<file path="src/rtl/coeff_bank_pkg.sv">
// Purpose: constants for the right channel filter coefficient bank
// Assumes: byte-wide control port, page 1 register indices
// Notes:   five coefficients, each an upper and a lower byte
package coeff_bank_pkg;

   localparam int unsigned BYTE_W    = 8;
   localparam int unsigned COEFF_W   = 16;
   localparam int unsigned INDEX_W   = 7;
   localparam int unsigned PAGE_W    = 8;
   localparam int unsigned NUM_COEFF = 5;
   localparam int unsigned SLOT_W    = 3;

   localparam logic [PAGE_W-1:0]  BANK_PAGE = 8'h01;

   // register indices on the bank page
   localparam logic [INDEX_W-1:0] RIGHT_EFFECTS_DEN4_HIGH = 7'h2B;
   localparam logic [INDEX_W-1:0] RIGHT_EFFECTS_DEN4_LOW  = 7'h2C;
   localparam logic [INDEX_W-1:0] RIGHT_EFFECTS_DEN5_HIGH = 7'h2D;
   localparam logic [INDEX_W-1:0] RIGHT_EFFECTS_DEN5_LOW  = 7'h2E;
   localparam logic [INDEX_W-1:0] RIGHT_DEEMPH_NUM0_HIGH  = 7'h2F;
   localparam logic [INDEX_W-1:0] RIGHT_DEEMPH_NUM0_LOW   = 7'h30;
   localparam logic [INDEX_W-1:0] RIGHT_DEEMPH_NUM1_HIGH  = 7'h31;
   localparam logic [INDEX_W-1:0] RIGHT_DEEMPH_NUM1_LOW   = 7'h32;
   localparam logic [INDEX_W-1:0] RIGHT_DEEMPH_DEN1_HIGH  = 7'h33;
   localparam logic [INDEX_W-1:0] RIGHT_DEEMPH_DEN1_LOW   = 7'h34;

   localparam logic [INDEX_W-1:0] BANK_FIRST = RIGHT_EFFECTS_DEN4_HIGH;
   localparam logic [INDEX_W-1:0] BANK_LAST  = RIGHT_DEEMPH_DEN1_LOW;

   // values after reset
   localparam logic [BYTE_W-1:0] RST_EFFECTS_DEN4_HIGH = 8'h7D;
   localparam logic [BYTE_W-1:0] RST_EFFECTS_DEN4_LOW  = 8'h83;
   localparam logic [BYTE_W-1:0] RST_EFFECTS_DEN5_HIGH = 8'h84;
   localparam logic [BYTE_W-1:0] RST_EFFECTS_DEN5_LOW  = 8'hEE;
   localparam logic [BYTE_W-1:0] RST_DEEMPH_NUM0_HIGH  = 8'h39;
   localparam logic [BYTE_W-1:0] RST_DEEMPH_NUM0_LOW   = 8'h55;
   localparam logic [BYTE_W-1:0] RST_DEEMPH_NUM1_HIGH  = 8'hF3;
   localparam logic [BYTE_W-1:0] RST_DEEMPH_NUM1_LOW   = 8'h2D;
   localparam logic [BYTE_W-1:0] RST_DEEMPH_DEN1_HIGH  = 8'h53;
   localparam logic [BYTE_W-1:0] RST_DEEMPH_DEN1_LOW   = 8'h7E;

   // slot order: den4, den5, num0, num1, deemph den1
   localparam logic [SLOT_W-1:0] SLOT_EFFECTS_DEN4 = 3'h0;
   localparam logic [SLOT_W-1:0] SLOT_EFFECTS_DEN5 = 3'h1;
   localparam logic [SLOT_W-1:0] SLOT_DEEMPH_NUM0  = 3'h2;
   localparam logic [SLOT_W-1:0] SLOT_DEEMPH_NUM1  = 3'h3;
   localparam logic [SLOT_W-1:0] SLOT_DEEMPH_DEN1  = 3'h4;

   localparam logic [BYTE_W-1:0] RST_HIGH [NUM_COEFF] = '{
      RST_EFFECTS_DEN4_HIGH, RST_EFFECTS_DEN5_HIGH, RST_DEEMPH_NUM0_HIGH,
      RST_DEEMPH_NUM1_HIGH, RST_DEEMPH_DEN1_HIGH};
   localparam logic [BYTE_W-1:0] RST_LOW [NUM_COEFF] = '{
      RST_EFFECTS_DEN4_LOW, RST_EFFECTS_DEN5_LOW, RST_DEEMPH_NUM0_LOW,
      RST_DEEMPH_NUM1_LOW, RST_DEEMPH_DEN1_LOW};

   localparam logic [BYTE_W-1:0] READ_IDLE = 8'h00;

endpackage : coeff_bank_pkg

</file>
<file path="src/rtl/coeff_pair.sv">
// Purpose: one signed coefficient held as an upper and a lower byte
// Assumes: write strobes are one-cycle and never both for the same byte
// Notes:   both bytes are plain read/write storage
module coeff_pair
   import coeff_bank_pkg::*;
#(
   parameter logic [7:0] RESET_HIGH = 8'h00,
   parameter logic [7:0] RESET_LOW  = 8'h00
) (
   input  wire  logic               clk_sys_i,
   input  wire  logic               arst_n_i,
   input  wire  logic               wr_high_i,
   input  wire  logic               wr_low_i,
   input  wire  logic [BYTE_W-1:0]  wr_data_i,
   output logic       [BYTE_W-1:0]  high_o,
   output logic       [BYTE_W-1:0]  low_o,
   output logic signed [COEFF_W-1:0] coeff_o
);

   logic [BYTE_W-1:0] high;
   logic [BYTE_W-1:0] low;
   logic [BYTE_W-1:0] next_high;
   logic [BYTE_W-1:0] next_low;

   always_comb begin
      next_high = high;
      next_low  = low;
      if (wr_high_i) begin
         next_high = wr_data_i;
      end
      if (wr_low_i) begin
         next_low = wr_data_i;
      end
   end

   always_ff @(posedge clk_sys_i or negedge arst_n_i) begin
      if (!arst_n_i) begin
         high <= RESET_HIGH;
         low  <= RESET_LOW;
      end else begin
         high <= next_high;
         low  <= next_low;
      end
   end

   assign high_o  = high;
   assign low_o   = low;
   // upper byte carries the sign, full signed 16-bit span
   assign coeff_o = signed'({high, low});

endmodule // coeff_pair

</file>
<file path="src/rtl/right_filter_coeff_bank.sv">
// Purpose: right channel effects and de-emphasis coefficient registers
// Assumes: control port strobes synchronous to clk_sys_i, one access per cycle
// Notes:   coefficients go to the filter datapath as signed 16-bit words;
//          read data is registered and stands until the next read

// Functional notes
// - each upper and lower byte pair forms one signed 16-bit coefficient
// - every bank register is a full 8-bit read and write field
// - effects den4 resets to upper 7D and lower 83
// - effects den5 resets to upper 84 and lower EE
// - de-emphasis num0 resets to upper 39 and lower 55
// - de-emphasis num1 resets to upper F3 and lower 2D
// - de-emphasis den1 upper byte resets to 53
// - de-emphasis den1 lower byte resets to 7E
module right_filter_coeff_bank
   import coeff_bank_pkg::*;
(
   // clock and reset
   input  wire  logic                      clk_sys_i,
   input  wire  logic                      arst_n_i,
   // control port
   input  wire  logic        [PAGE_W-1:0]  page_i,
   input  wire  logic        [INDEX_W-1:0] index_i,
   input  wire  logic                      wr_en_i,
   input  wire  logic        [BYTE_W-1:0]  wr_data_i,
   input  wire  logic                      rd_en_i,
   output logic                            hit_o,
   output logic              [BYTE_W-1:0]  rd_data_o,
   // coefficients to the filter datapath
   output logic signed       [COEFF_W-1:0] effects_den4_o,
   output logic signed       [COEFF_W-1:0] effects_den5_o,
   output logic signed       [COEFF_W-1:0] deemph_num0_o,
   output logic signed       [COEFF_W-1:0] deemph_num1_o,
   output logic signed       [COEFF_W-1:0] deemph_den1_o
);

   // byte views of every pair, indexed by slot
   logic        [BYTE_W-1:0]  high_byte [NUM_COEFF];
   logic        [BYTE_W-1:0]  low_byte  [NUM_COEFF];
   logic signed [COEFF_W-1:0] coeff     [NUM_COEFF];

   // per-byte write strobes
   logic                      wr_high   [NUM_COEFF];
   logic                      wr_low    [NUM_COEFF];

   // decoded access
   logic                      access_hit;
   logic        [SLOT_W-1:0]  access_slot;
   logic                      access_upper;

   // readback register
   logic        [BYTE_W-1:0]  rd_data;
   logic        [BYTE_W-1:0]  next_rd_data;

   // true when the page and index fall inside this bank
   function automatic logic bank_hit(input logic [PAGE_W-1:0]  page,
                                     input logic [INDEX_W-1:0] index);
      return (page == BANK_PAGE) && (index >= BANK_FIRST) && (index <= BANK_LAST);
   endfunction

   // pairs sit on consecutive indices, upper byte first
   function automatic logic [SLOT_W-1:0] slot_of(input logic [INDEX_W-1:0] index);
      logic [INDEX_W-1:0] offset;
      offset = index - BANK_FIRST;
      return offset[SLOT_W:1];
   endfunction

   function automatic logic upper_of(input logic [INDEX_W-1:0] index);
      logic [INDEX_W-1:0] offset;
      offset = index - BANK_FIRST;
      return !offset[0];
   endfunction

   // one decode shared by the write and the read paths
   always_comb begin
      access_hit   = bank_hit(page_i, index_i);
      access_slot  = slot_of(index_i);
      access_upper = upper_of(index_i);
   end

   // misses are ignored, so other pages never disturb the bank
   always_comb begin
      for (int s = 0; s < NUM_COEFF; s++) begin
         wr_high[s] = wr_en_i && access_hit && access_upper
                      && (access_slot == s[SLOT_W-1:0]);
         wr_low[s]  = wr_en_i && access_hit && !access_upper
                      && (access_slot == s[SLOT_W-1:0]);
      end
   end

   // a read in the cycle of a write returns the old byte
   always_comb begin
      next_rd_data = rd_data;
      if (rd_en_i) begin
         if (access_hit) begin
            if (access_upper) begin
               next_rd_data = high_byte[access_slot];
            end else begin
               next_rd_data = low_byte[access_slot];
            end
         end else begin
            // a miss reads as idle rather than stale data
            next_rd_data = READ_IDLE;
         end
      end
   end

   always_ff @(posedge clk_sys_i or negedge arst_n_i) begin
      if (!arst_n_i) begin
         rd_data <= READ_IDLE;
      end else begin
         rd_data <= next_rd_data;
      end
   end

   // effects den4, upper and lower byte
   coeff_pair #(
      .RESET_HIGH (RST_EFFECTS_DEN4_HIGH),
      .RESET_LOW  (RST_EFFECTS_DEN4_LOW)
   ) u_effects_den4 (
      .clk_sys_i (clk_sys_i),
      .arst_n_i  (arst_n_i),
      .wr_high_i (wr_high[SLOT_EFFECTS_DEN4]),
      .wr_low_i  (wr_low[SLOT_EFFECTS_DEN4]),
      .wr_data_i (wr_data_i),
      .high_o    (high_byte[SLOT_EFFECTS_DEN4]),
      .low_o     (low_byte[SLOT_EFFECTS_DEN4]),
      .coeff_o   (coeff[SLOT_EFFECTS_DEN4])
   );

   // effects den5, upper and lower byte
   coeff_pair #(
      .RESET_HIGH (RST_EFFECTS_DEN5_HIGH),
      .RESET_LOW  (RST_EFFECTS_DEN5_LOW)
   ) u_effects_den5 (
      .clk_sys_i (clk_sys_i),
      .arst_n_i  (arst_n_i),
      .wr_high_i (wr_high[SLOT_EFFECTS_DEN5]),
      .wr_low_i  (wr_low[SLOT_EFFECTS_DEN5]),
      .wr_data_i (wr_data_i),
      .high_o    (high_byte[SLOT_EFFECTS_DEN5]),
      .low_o     (low_byte[SLOT_EFFECTS_DEN5]),
      .coeff_o   (coeff[SLOT_EFFECTS_DEN5])
   );

   // de-emphasis num0, upper and lower byte
   coeff_pair #(
      .RESET_HIGH (RST_DEEMPH_NUM0_HIGH),
      .RESET_LOW  (RST_DEEMPH_NUM0_LOW)
   ) u_deemph_num0 (
      .clk_sys_i (clk_sys_i),
      .arst_n_i  (arst_n_i),
      .wr_high_i (wr_high[SLOT_DEEMPH_NUM0]),
      .wr_low_i  (wr_low[SLOT_DEEMPH_NUM0]),
      .wr_data_i (wr_data_i),
      .high_o    (high_byte[SLOT_DEEMPH_NUM0]),
      .low_o     (low_byte[SLOT_DEEMPH_NUM0]),
      .coeff_o   (coeff[SLOT_DEEMPH_NUM0])
   );

   // de-emphasis num1, upper and lower byte
   coeff_pair #(
      .RESET_HIGH (RST_DEEMPH_NUM1_HIGH),
      .RESET_LOW  (RST_DEEMPH_NUM1_LOW)
   ) u_deemph_num1 (
      .clk_sys_i (clk_sys_i),
      .arst_n_i  (arst_n_i),
      .wr_high_i (wr_high[SLOT_DEEMPH_NUM1]),
      .wr_low_i  (wr_low[SLOT_DEEMPH_NUM1]),
      .wr_data_i (wr_data_i),
      .high_o    (high_byte[SLOT_DEEMPH_NUM1]),
      .low_o     (low_byte[SLOT_DEEMPH_NUM1]),
      .coeff_o   (coeff[SLOT_DEEMPH_NUM1])
   );

   // de-emphasis den1; its lower byte sits one index past the upper
   coeff_pair #(
      .RESET_HIGH (RST_DEEMPH_DEN1_HIGH),
      .RESET_LOW  (RST_DEEMPH_DEN1_LOW)
   ) u_deemph_den1 (
      .clk_sys_i (clk_sys_i),
      .arst_n_i  (arst_n_i),
      .wr_high_i (wr_high[SLOT_DEEMPH_DEN1]),
      .wr_low_i  (wr_low[SLOT_DEEMPH_DEN1]),
      .wr_data_i (wr_data_i),
      .high_o    (high_byte[SLOT_DEEMPH_DEN1]),
      .low_o     (low_byte[SLOT_DEEMPH_DEN1]),
      .coeff_o   (coeff[SLOT_DEEMPH_DEN1])
   );

   // hit is combinational so a master can qualify its own access
   assign hit_o          = access_hit;
   assign rd_data_o      = rd_data;

   // each access writes a single byte, so both bytes never change in one cycle;
   // the datapath may see a half-updated word between two writes
   assign effects_den4_o = coeff[SLOT_EFFECTS_DEN4];
   assign effects_den5_o = coeff[SLOT_EFFECTS_DEN5];
   assign deemph_num0_o  = coeff[SLOT_DEEMPH_NUM0];
   assign deemph_num1_o  = coeff[SLOT_DEEMPH_NUM1];
   assign deemph_den1_o  = coeff[SLOT_DEEMPH_DEN1];

endmodule // right_filter_coeff_bank

</file>
<file path="config.mk">
export PLATFORM = sky130hd
export DESIGN_NAME = right_filter_coeff_bank
export DESIGN_NICKNAME = d
export VERILOG_FILES = /design/src/rtl/coeff_bank_pkg.sv /design/src/rtl/coeff_pair.sv /design/src/rtl/right_filter_coeff_bank.sv
export SDC_FILE = /design/constraint.sdc
export NUM_CORES = 1
export LEC_CHECK = 0
export BUFFER_PORTS_ARGS = -buffer_cell sky130_fd_sc_hd__buf_2
export CAP_MARGIN = 20
export CORE_UTILIZATION = 50
export DETAILED_ROUTE_END_ITERATION = 7
export PLACE_DENSITY = 0.71
export SYNTH_ARGS = -nofsm -noshare
export SYNTH_HDL_FRONTEND = slang
export SYNTH_HIERARCHICAL = 1
export SYNTH_SLANG_ARGS = --single-unit
</file>
<file path="constraint.sdc">
create_clock -name clk_sys_i -period 3.2 [get_ports clk_sys_i]
set_input_delay 0.64 -clock clk_sys_i [delete_from_list [all_inputs] [get_ports clk_sys_i]]
set_output_delay 0.64 -clock clk_sys_i [all_outputs]
set_load 0.05 [all_outputs]
</file>
==> results of run 1 <==
-- worst max-delay path, stage by stage --
cell and delay (ps):
buf_2 130, ha_1 280, inv_1 130, a211o_1 290, a21oi_2 250, buf_2 320
-- kinds of logic after synthesis --
group           after synthesis  share of synthesized area [%]
fa+ha+maj                     2                         0.4746
compound gates               29                          6.670
flops                        88                          42.84
simple gates                 44                          4.439
xor+xnor                      5                         0.9734
buf+inv                     104                          14.98
mux                          96                          29.62
-- stage by stage --
step | util [%] | setup WS, ps | instances | power, uW
floorplan | - | 3.601 | 368 | 1236
global placement | 52.85 | 368.4 | 537 | 1323
detailed placement | 52.85 | 295.7 | 537 | 1326
CTS | 54.94 | 523.1 | 553 | 2149
global route | 55.21 | 431.3 | 554 | 2216
finish | 55.21 | 515.1 | 554 | 2133
-- layout make-up --
cell class	instances	area share (%)
multi-input combinational	176	39.93
sequential	88	39.80
timing repair buffer	133	13.14
tap	136	2.999
clock buffer	11	2.668
clock inverter	5	1.125
inverter	5	0.3308
-- sequential cells by signal, indices dropped and copies added (netlist names) --
name	flops
u_deemph_num1/high_o	8
u_effects_den4/high_o	8
u_deemph_num1/low_o	8
u_effects_den5/low_o	8
u_deemph_num0/high_o	8
u_effects_den5/high_o	8
u_deemph_den1/high_o	8
rd_data_o	8
u_deemph_num0/low_o	8
u_effects_den4/low_o	8
u_deemph_den1/low_o	8
-- placed cells by master, fill, tap and decap left out, drive strengths merged, types with 4 or more instances in the layout --
cell and instances:
a211oi 8, a221oi 16, buf 133, clkbuf 11, dfrtp 43, dfstp 45
inv 5, mux2 80, mux4 16, nand2 19, nand2b 8, nor3 4
nor4 4, xnor2 4
-- power by group through the flow --
stage / clock (uW) / combinational (uW) / sequential [uW]
4_1_cts: 841 / 192 / 1120
6_report: 823 / 194 / 1120
2_1_floorplan: 0 / 98.5 / 1140
5_1_grt: 888 / 211 / 1120
3_3_place_gp: 0 / 188 / 1130
3_5_place_dp: 0 / 191 / 1130
-- routing by layer --
metal / vias up / part of all wire, % / global-route usage, %
met3: 19 / 5.7 / 3.930
li1: 1335 / - / -
met2: 99 / 47 / 34.58
met1: 1587 / 45 / 30.25
met5: - / 0 / 0
met4: 0 / 2.0 / 8.451
-- worst max path at each step --
stage	startpoint	endpoint	cells past startpoint
2_1_floorplan	index_i[0]	u_deemph_den1/high_o[2]	10
3_5_place_dp	index_i[1]	u_effects_den5/high_o[1]	9
6_report	index_i[1]	hit_o	6
5_1_grt	index_i[1]	hit_o	6
4_1_cts	index_i[1]	hit_o	6
3_3_place_gp	index_i[1]	u_effects_den4/low_o[5]	9
==> metrics.yaml, run 1 <==
status: "finished, final reports clean"
final_nets: 442
synth_top_cell_by_area: "mux2_4"
hold_path.class: "in2async"
synth_area_mm2: 0.005271
num_antenna_cells: 0
grt_overflow: 0
switching_share_pct: 25.39
layout-drive-gt1-share_pct: 77.03
placed_cell_area_mm2: 0.005431
clock_latency_ps: 360
synth.area.top_cells: "mux2_4 23%, dfstp_2 22%, dfrtp_1 20%"
cp.arrival_ps: 2040
hold_buffers: 0
fmax_mhz: 372.5
syn_nets: 397
io_buffers: 115
antenna_found_initial: 0
wl_per_cell_um: 20.64
hold_violations: 0
io_pins: 116
reg2reg_from: "u_deemph_num1/high_o[3]"
seqPwrFrac_pct: 52.3
first_global_vias: 3257
post-route-min-period_ps: 2685
std_cell_rows: 37
cts_sinks: 88
syn_inst: 368
dr.pass1.iters: 4
cp-start-kind: "input port"
p_int_uw: 1591
power_density_mw_per_mm2: 375.9
cts_tree: "built"
synth_flop_cell: "dfstp_2"
synth_edf_count: 0
routed_via_density: 5.487
yosysSeqAreaShare_pct: 42.84
die_w_um: 104.7
synthArstFlopShare_pct: 100.0
grt_pass1_wl_um: 18330
cp-end-kind: "output pin"
reg2reg_slack_ps: 1720
dieArea_mm2: 0.01096
dpl.hpwl_um: 8011
cts.clk_slew.worst_paths_ps: 90
r2r_cells: 3
drt-total-wl_um: 11440
drcViolationCount: 0
post_cts_resized: 0
power_leakage_uw: 0.002728
drt_iter0_drc: 146
fill_cells: 879
critical_path_class: "in2out"
clockRootBuffer: "clkbuf_8"
synth_top_cell_area_share_pct: 22.79
pwr-share-clk_pct: 38.6
post-route-period-util_pct: 83.90
drv_slew: 0
grt_max_degree: 89
numCtsBuffers: 9
r2r_end: "rd_data_o[3]"
synth_common_cells: "82 x buf_4, 80 x mux2_4, 45 x dfstp_2"
setup_tns_ps: 0
rsz0062_at_grt: "no"
grt.total_usage_pct: 21.95
cts.htree.levels: 3
p_sw_uw: 541.5
gp_congestion: 0.8454
avgSynthCellArea_um2: 14.32
postRouteAntennaNets: 0
areaGrowthSynthToFinish_pct: 7.643
relSlewSlack_pct: 59.12
yosysWarnings: 6
die_y_um: 104.7
stdcell_area_mm2: 0.005674
start_util_pct: 51.29
setup_violations: 0
cts.path.max_buffers: 2
hold_slack_ps: 241.3
core_region_area_mm2: 0.01028
multi_input_area_mm2: 0.002266
peakVddDrop_mv: 0.1938
post_cts_buffers: 0
maxCapViolCount: 0
worstPathRequired_ps: 2560
yosysMostFrequentCell: "buf_4"
ff_latch_area_mm2: 0.002258
vias: 3040
tightestPinTransition_ps: 608.8
cp_max_fo: 4
fin_skew_ps: 10.30
ys_ff_latch: 88
ys_types: 35
p_comb_share_pct: 9.1
Note: power is estimated with default switching activity, not from simulation.
==> inputs of run 2 (changes only) <==
Settings changed: PLACE_DENSITY 0.71 to 0.74.
Clock period 3.2 ns to 2.4 ns, I/O delays scaled along.
==> metrics.yaml, run 2 (synthesized netlist as in run 1, its figures left out) <==
maxCapViolCount: 0
power_leakage_uw: 0.002794
first_global_vias: 3199
grt-busiest-layer: "met2"
wl_per_cell_um: 20.23
final_nets: 450
core_region_area_mm2: 0.01028
layout-drive-gt1-share_pct: 79.58
p_total_uw: 2846
layout_common_cells: "114 x buf_2, 80 x mux2_4, 45 x dfstp_2"
power_density_mw_per_mm2: 481.3
dpl_worst_slack_ps: -40.91
mostFrequentLayoutCell: "buf_2"
violations: "DRC"
use_met2_pct: 34.53
stdcell_area_mm2: 0.005913
cts.path.max_buffers: 2
cp_max_fo: 4
drv_slew: 0
antenna_found_initial: 0
fmax_mhz: 433.7
post_cts_resized: 0
p_comb_share_pct: 10.2
drcViolationCount: 1
post-route-period-util_pct: 96.06
dpl.hpwl_um: 8435
dr.pass1.iters: 7
cts_tree: "built"
seqPwrFrac_pct: 52.3
numCtsBuffers: 9
vias: 3007
use_met1_pct: 30.63
cp-start-kind: "input port"
tightestPinTransition_ps: 789.8
io_buffers: 115
std_cell_rows: 37
hold_buffers: 0
cts.clk_slew.worst_paths_ps: 90
critical_path_class: "in2out"
die_w_um: 104.7
dieArea_mm2: 0.01096
post_cts_buffers: 0
fin_skew_ps: 8.753
switching_share_pct: 25.20
num_antenna_cells: 0
hold_violations: 0
areaGrowthSynthToFinish_pct: 12.18
post-route-min-period_ps: 2306
pwr-share-clk_pct: 37.5
gp_congestion: 0.8234
peakVddDrop_mv: 0.2348
routed_via_density: 5.351
clock_latency_ps: 360
clockRootBuffer: "clkbuf_8"
cts_sinks: 88
postRouteAntennaNets: 0
grt_overflow: 0
drt_iter0_drc: 194
placed_cell_area_mm2: 0.005707
io_pins: 116
drt-total-wl_um: 11370
grt_use_met3_pct: 5.677
hold_slack_ps: 6.919
cts.htree.levels: 3
status: "complete, but fails checks"
die_y_um: 104.7
cp-end-kind: "output pin"
worstPathRequired_ps: 1920
relSlewSlack_pct: 46.97
grt_max_degree: 66
start_util_pct: 51.29
fill_cells: 853
multi_input_area_mm2: 0.002361
rsz0062_at_grt: "no"
grt_pass1_wl_um: 18220
grt.total_usage_pct: 22.21
p_sw_uw: 717.2
cp.arrival_ps: 1830
p_int_uw: 2129
setup_ws_ps: 94.48
hold_path.class: "in2async"
ff_latch_area_mm2: 0.002258
setup_violations: 0
run 2: cell types whose count changed in the layout (fill, tap and decap cells not counted), sizes merged:
cell and delta:
inv -1, clkinvlp +1, buf +8
run 2: critical path: stages:
cell,delay [ps]
buf_2,190
ha_4,170
inv_2,30
a211o_1,310
a21oi_4,250
buf_4,150
buf_2,250
run 2: path summary, 6_finish.rpt:
check | cells after the start | slack [ps] | startpoint | endpoint
setup / recovery | 7 | 90 | index_i[0] | hit_o
hold reg to reg | 1 | 540 | u_effects_den4/low_o[5] | u_effects_den4/low_o[5]
min in group clk_sys_i | 2 | 530 | wr_data_i[0] | u_deemph_den1/low_o[0]
setup reg to reg | 3 | 960 | u_deemph_num1/high_o[2] | rd_data_o[2]
hold / removal | 1 | 7 | arst_n_i | u_deemph_den1/low_o[0]
max in group asynchronous | 2 | 1710 | arst_n_i | u_effects_den5/high_o[7]
run 2: power groups by stage:
stage | clock network (uW) | logic [uW] | registers [uW]
after global routing | 1150 | 317 | 1490
after global placement | 0 | 290 | 1510
after detailed placement | 0 | 296 | 1510
after floorplan | 0 | 155 | 1520
final | 1070 | 292 | 1490
after CTS | 1090 | 297 | 1490
run 2: final cells by class:
cell class                 count  share of cell area [%]
sequential                    88                   38.19
tap                          136                   2.878
timing repair buffer         141                   14.98
inverter                       5                  0.5290
clock buffer                  11                   2.560
clock inverter                 5                  0.9310
multi-input combinational    176                   39.93
run 2: per-layer routing:
| metal | wire length, um | up-vias | part of all wire [%] |
|---|---|---|---|
| met5 | 0 | - | 0 |
| met4 | 159 | 0 | 1.4 |
| met3 | 608 | 12 | 5.3 |
| met2 | 5536 | 104 | 49 |
| met1 | 5065 | 1540 | 45 |
| li1 | - | 1351 | - |
run 2: through the flow:
step	utilization (%)	std cells	setup TNS, ps
floorplan	-	368	-1569
global placement	55.53	546	-155.1
detailed placement	55.53	546	-923.2
CTS	57.54	562	0
global route	57.54	562	0
finish	57.54	562	0
==> inputs of run 3 (changes only) <==
Settings changed: BUFFER_PORTS_ARGS -buffer_cell sky130_fd_sc_hd__buf_2 to -buffer_cell sky130_fd_sc_hd__clkbuf_2, CORE_UTILIZATION 50 to 48, SETUP_SLACK_MARGIN set to 0.15, SYNTH_HIERARCHICAL 1 to not set.
==> metrics.yaml, run 3 <==
grt_pass1_wl_um: 18490
synth_mux_area_share_pct: 28.84
p_total_uw: 2811
final_util_pct: 62.88
yosysMostFrequentCell: "mux2_2"
clockRootBuffer: "clkbuf_8"
areaGrowthSynthToFinish_pct: 26.79
std_cell_rows: 34
vias: 3276
dpl.hpwl_um: 8590
p_int_uw: 2096
hold_path.class: "in2async"
drt-total-wl_um: 11770
peakVddDrop_mv: 0.3503
numCtsBuffers: 9
power_density_mw_per_mm2: 512.6
post-route-period-util_pct: 90.15
synth_compound_area_share_pct: 8.128
drcViolationCount: 0
drt_iter0_drc: 183
cts.path.max_buffers: 2
critical_path_class: "in2out"
ys_types: 50
seqPwrFrac_pct: 52.9
hold_buffers: 0
p_comb_share_pct: 10.9
dp_cells: 546
synth-simple-area-share_pct: 6.509
synth.area.top_cells: "dfstp_2 27%, dfrtp_1 25%, mux2_2 23%"
postRouteAntennaNets: 0
synth_edf_count: 0
wl_per_cell_um: 20.91
synthAdderAreaFrac_pct: 0.5785
start_util_pct: 49.60
post-route-min-period_ps: 2163
cp.arrival_ps: 1680
power_leakage_uw: 0.002713
synth_common_cells: "89 x mux2_2, 45 x dfstp_2, 43 x dfrtp_1"
hold_slack_ps: 119.7
die_y_um: 96.93
rsz0062_at_grt: "no"
gp_congestion: 0.8194
cp-start-kind: "input port"
yosysWarnings: 0
drv_slew: 0
fmax_mhz: 462.2
pwr-share-clk_pct: 36.2
avgSynthCellArea_um2: 13.86
layout_common_cells: "113 x clkbuf_2, 89 x mux2_2, 45 x dfstp_2"
synthArstFlopShare_pct: 100.0
grt.total_usage_pct: 25.71
relSlewSlack_pct: 59.20
hold_violations: 0
synth_xor_area_share_pct: 0.6075
p_sw_uw: 715.3
routed_via_density: 5.819
stdcell_count: 563
status: "finished, final reports clean"
setup_violations: 0
fin_skew_ps: 9.909
cts_tree: "built"
io_buffers: 115
yosysSeqAreaShare_pct: 52.21
grt_overflow: 0
switching_share_pct: 25.45
cts_sinks: 88
syn_nets: 341
synth_flop_cell: "dfstp_2"
mostFrequentLayoutCell: "clkbuf_2"
die_w_um: 96.93
num_antenna_cells: 0
ys_ff_latch: 88
dieArea_mm2: 0.009394
layout-drive-gt1-share_pct: 70.77
syn_inst: 312
worstPathRequired_ps: 1920
final_nets: 479
synth_top_cell_by_area: "dfstp_2"
core_region_area_mm2: 0.008721
antenna_found_initial: 0
cp_max_fo: 3
synth_top_cell_area_share_pct: 27.34
dr.pass1.iters: 4
first_global_vias: 3424
cts.clk_slew.worst_paths_ps: 90
cp-end-kind: "output pin"
cts.htree.levels: 3
synth_area_mm2: 0.004325
io_pins: 116
grt_max_degree: 47
synth_top_family_by_area: "multiplexers"
maxCapViolCount: 0
clock_latency_ps: 350
tightestPinTransition_ps: 612.1
==> run 3: power groups by stage <==
stage / clock network [uW] / logic, uW / registers (uW)
2_1_floorplan: 0 / 149 / 1520
3_3_place_gp: 0 / 299 / 1510
3_5_place_dp: 0 / 303 / 1510
4_1_cts: 1040 / 306 / 1490
5_1_grt: 1100 / 329 / 1490
6_report: 1020 / 306 / 1490
==> run 3: worst max-delay path: stages <==
cell and delay, ps:
clkbuf_2 120, ha_2 220, a211o_1 280, a22oi_2 190, buf_4 150, nor2_2 40, clkbuf_4 200
==> run 3: per-stage QoR <==
| stage | area [um2] | setup slack [ps] | setup TNS [ps] |
|---|---|---|---|
| after global routing | 5484 | 180.9 | 0 |
| after detailed placement | 5276 | -43.74 | -214.8 |
| after CTS | 5479 | 161.9 | 0 |
| final | 5484 | 236.5 | 0 |
| after floorplan | 4359 | 162.8 | 0 |
| after global placement | 5276 | 18.34 | 0 |
==> run 3: routing by layer <==
layer,part of all wire [%],track usage (%),vias up
li1,-,-,1446
met1,40,33.61,1661
met2,49,40.36,147
met3,8.1,6.936,22
met4,2.4,11.02,0
met5,0,0,-
==> run 3: path summary, 6_finish.rpt <==
path | startpoint | end | cells past startpoint | slack, ps
max | index_i[0] | hit_o | 7 | 240
min | arst_n_i | u_deemph_num0.high_o[1] | 1 | 120
max reg2reg | u_deemph_num0.high_o[6] | rd_data_o[6] | 3 | 840
min reg2reg | rd_data_o[6] | rd_data_o[6] | 1 | 510
max in group asynchronous | arst_n_i | u_effects_den4.high_o[6] | 2 | 1530
min in group clk_sys_i | wr_data_i[7] | u_deemph_num0.low_o[7] | 2 | 500
==> run 3: final cells by class <==
cell class	instances	area, um2
clock buffer	9	123.9
clock inverter	7	71.32
fill	705	3237
timing repair buffer	149	910.9
inverter	8	32.53
multi-input combinational	194	1952
sequential	88	2258
tap	108	135.1
==> run 3: logic make-up after synthesis <==
| family | after synthesis |
|---|---|
| adder cells (fa/ha/maj) | 2 |
| multiplexers | 106 |
| AO/OA/AOI/OAI | 43 |
| buffers and inverters | 30 |
| XOR/XNOR | 3 |
| flip-flops | 88 |
| AND/OR/NAND/NOR | 40 |
==> run 3: what timing repair did <==
item,CTS,global route
setup buffers,1,0
pin swaps,1,0
hold endpoints to repair,0,0
cloned,0,0
setup endpoints to repair,1,2
resized for setup,0,3
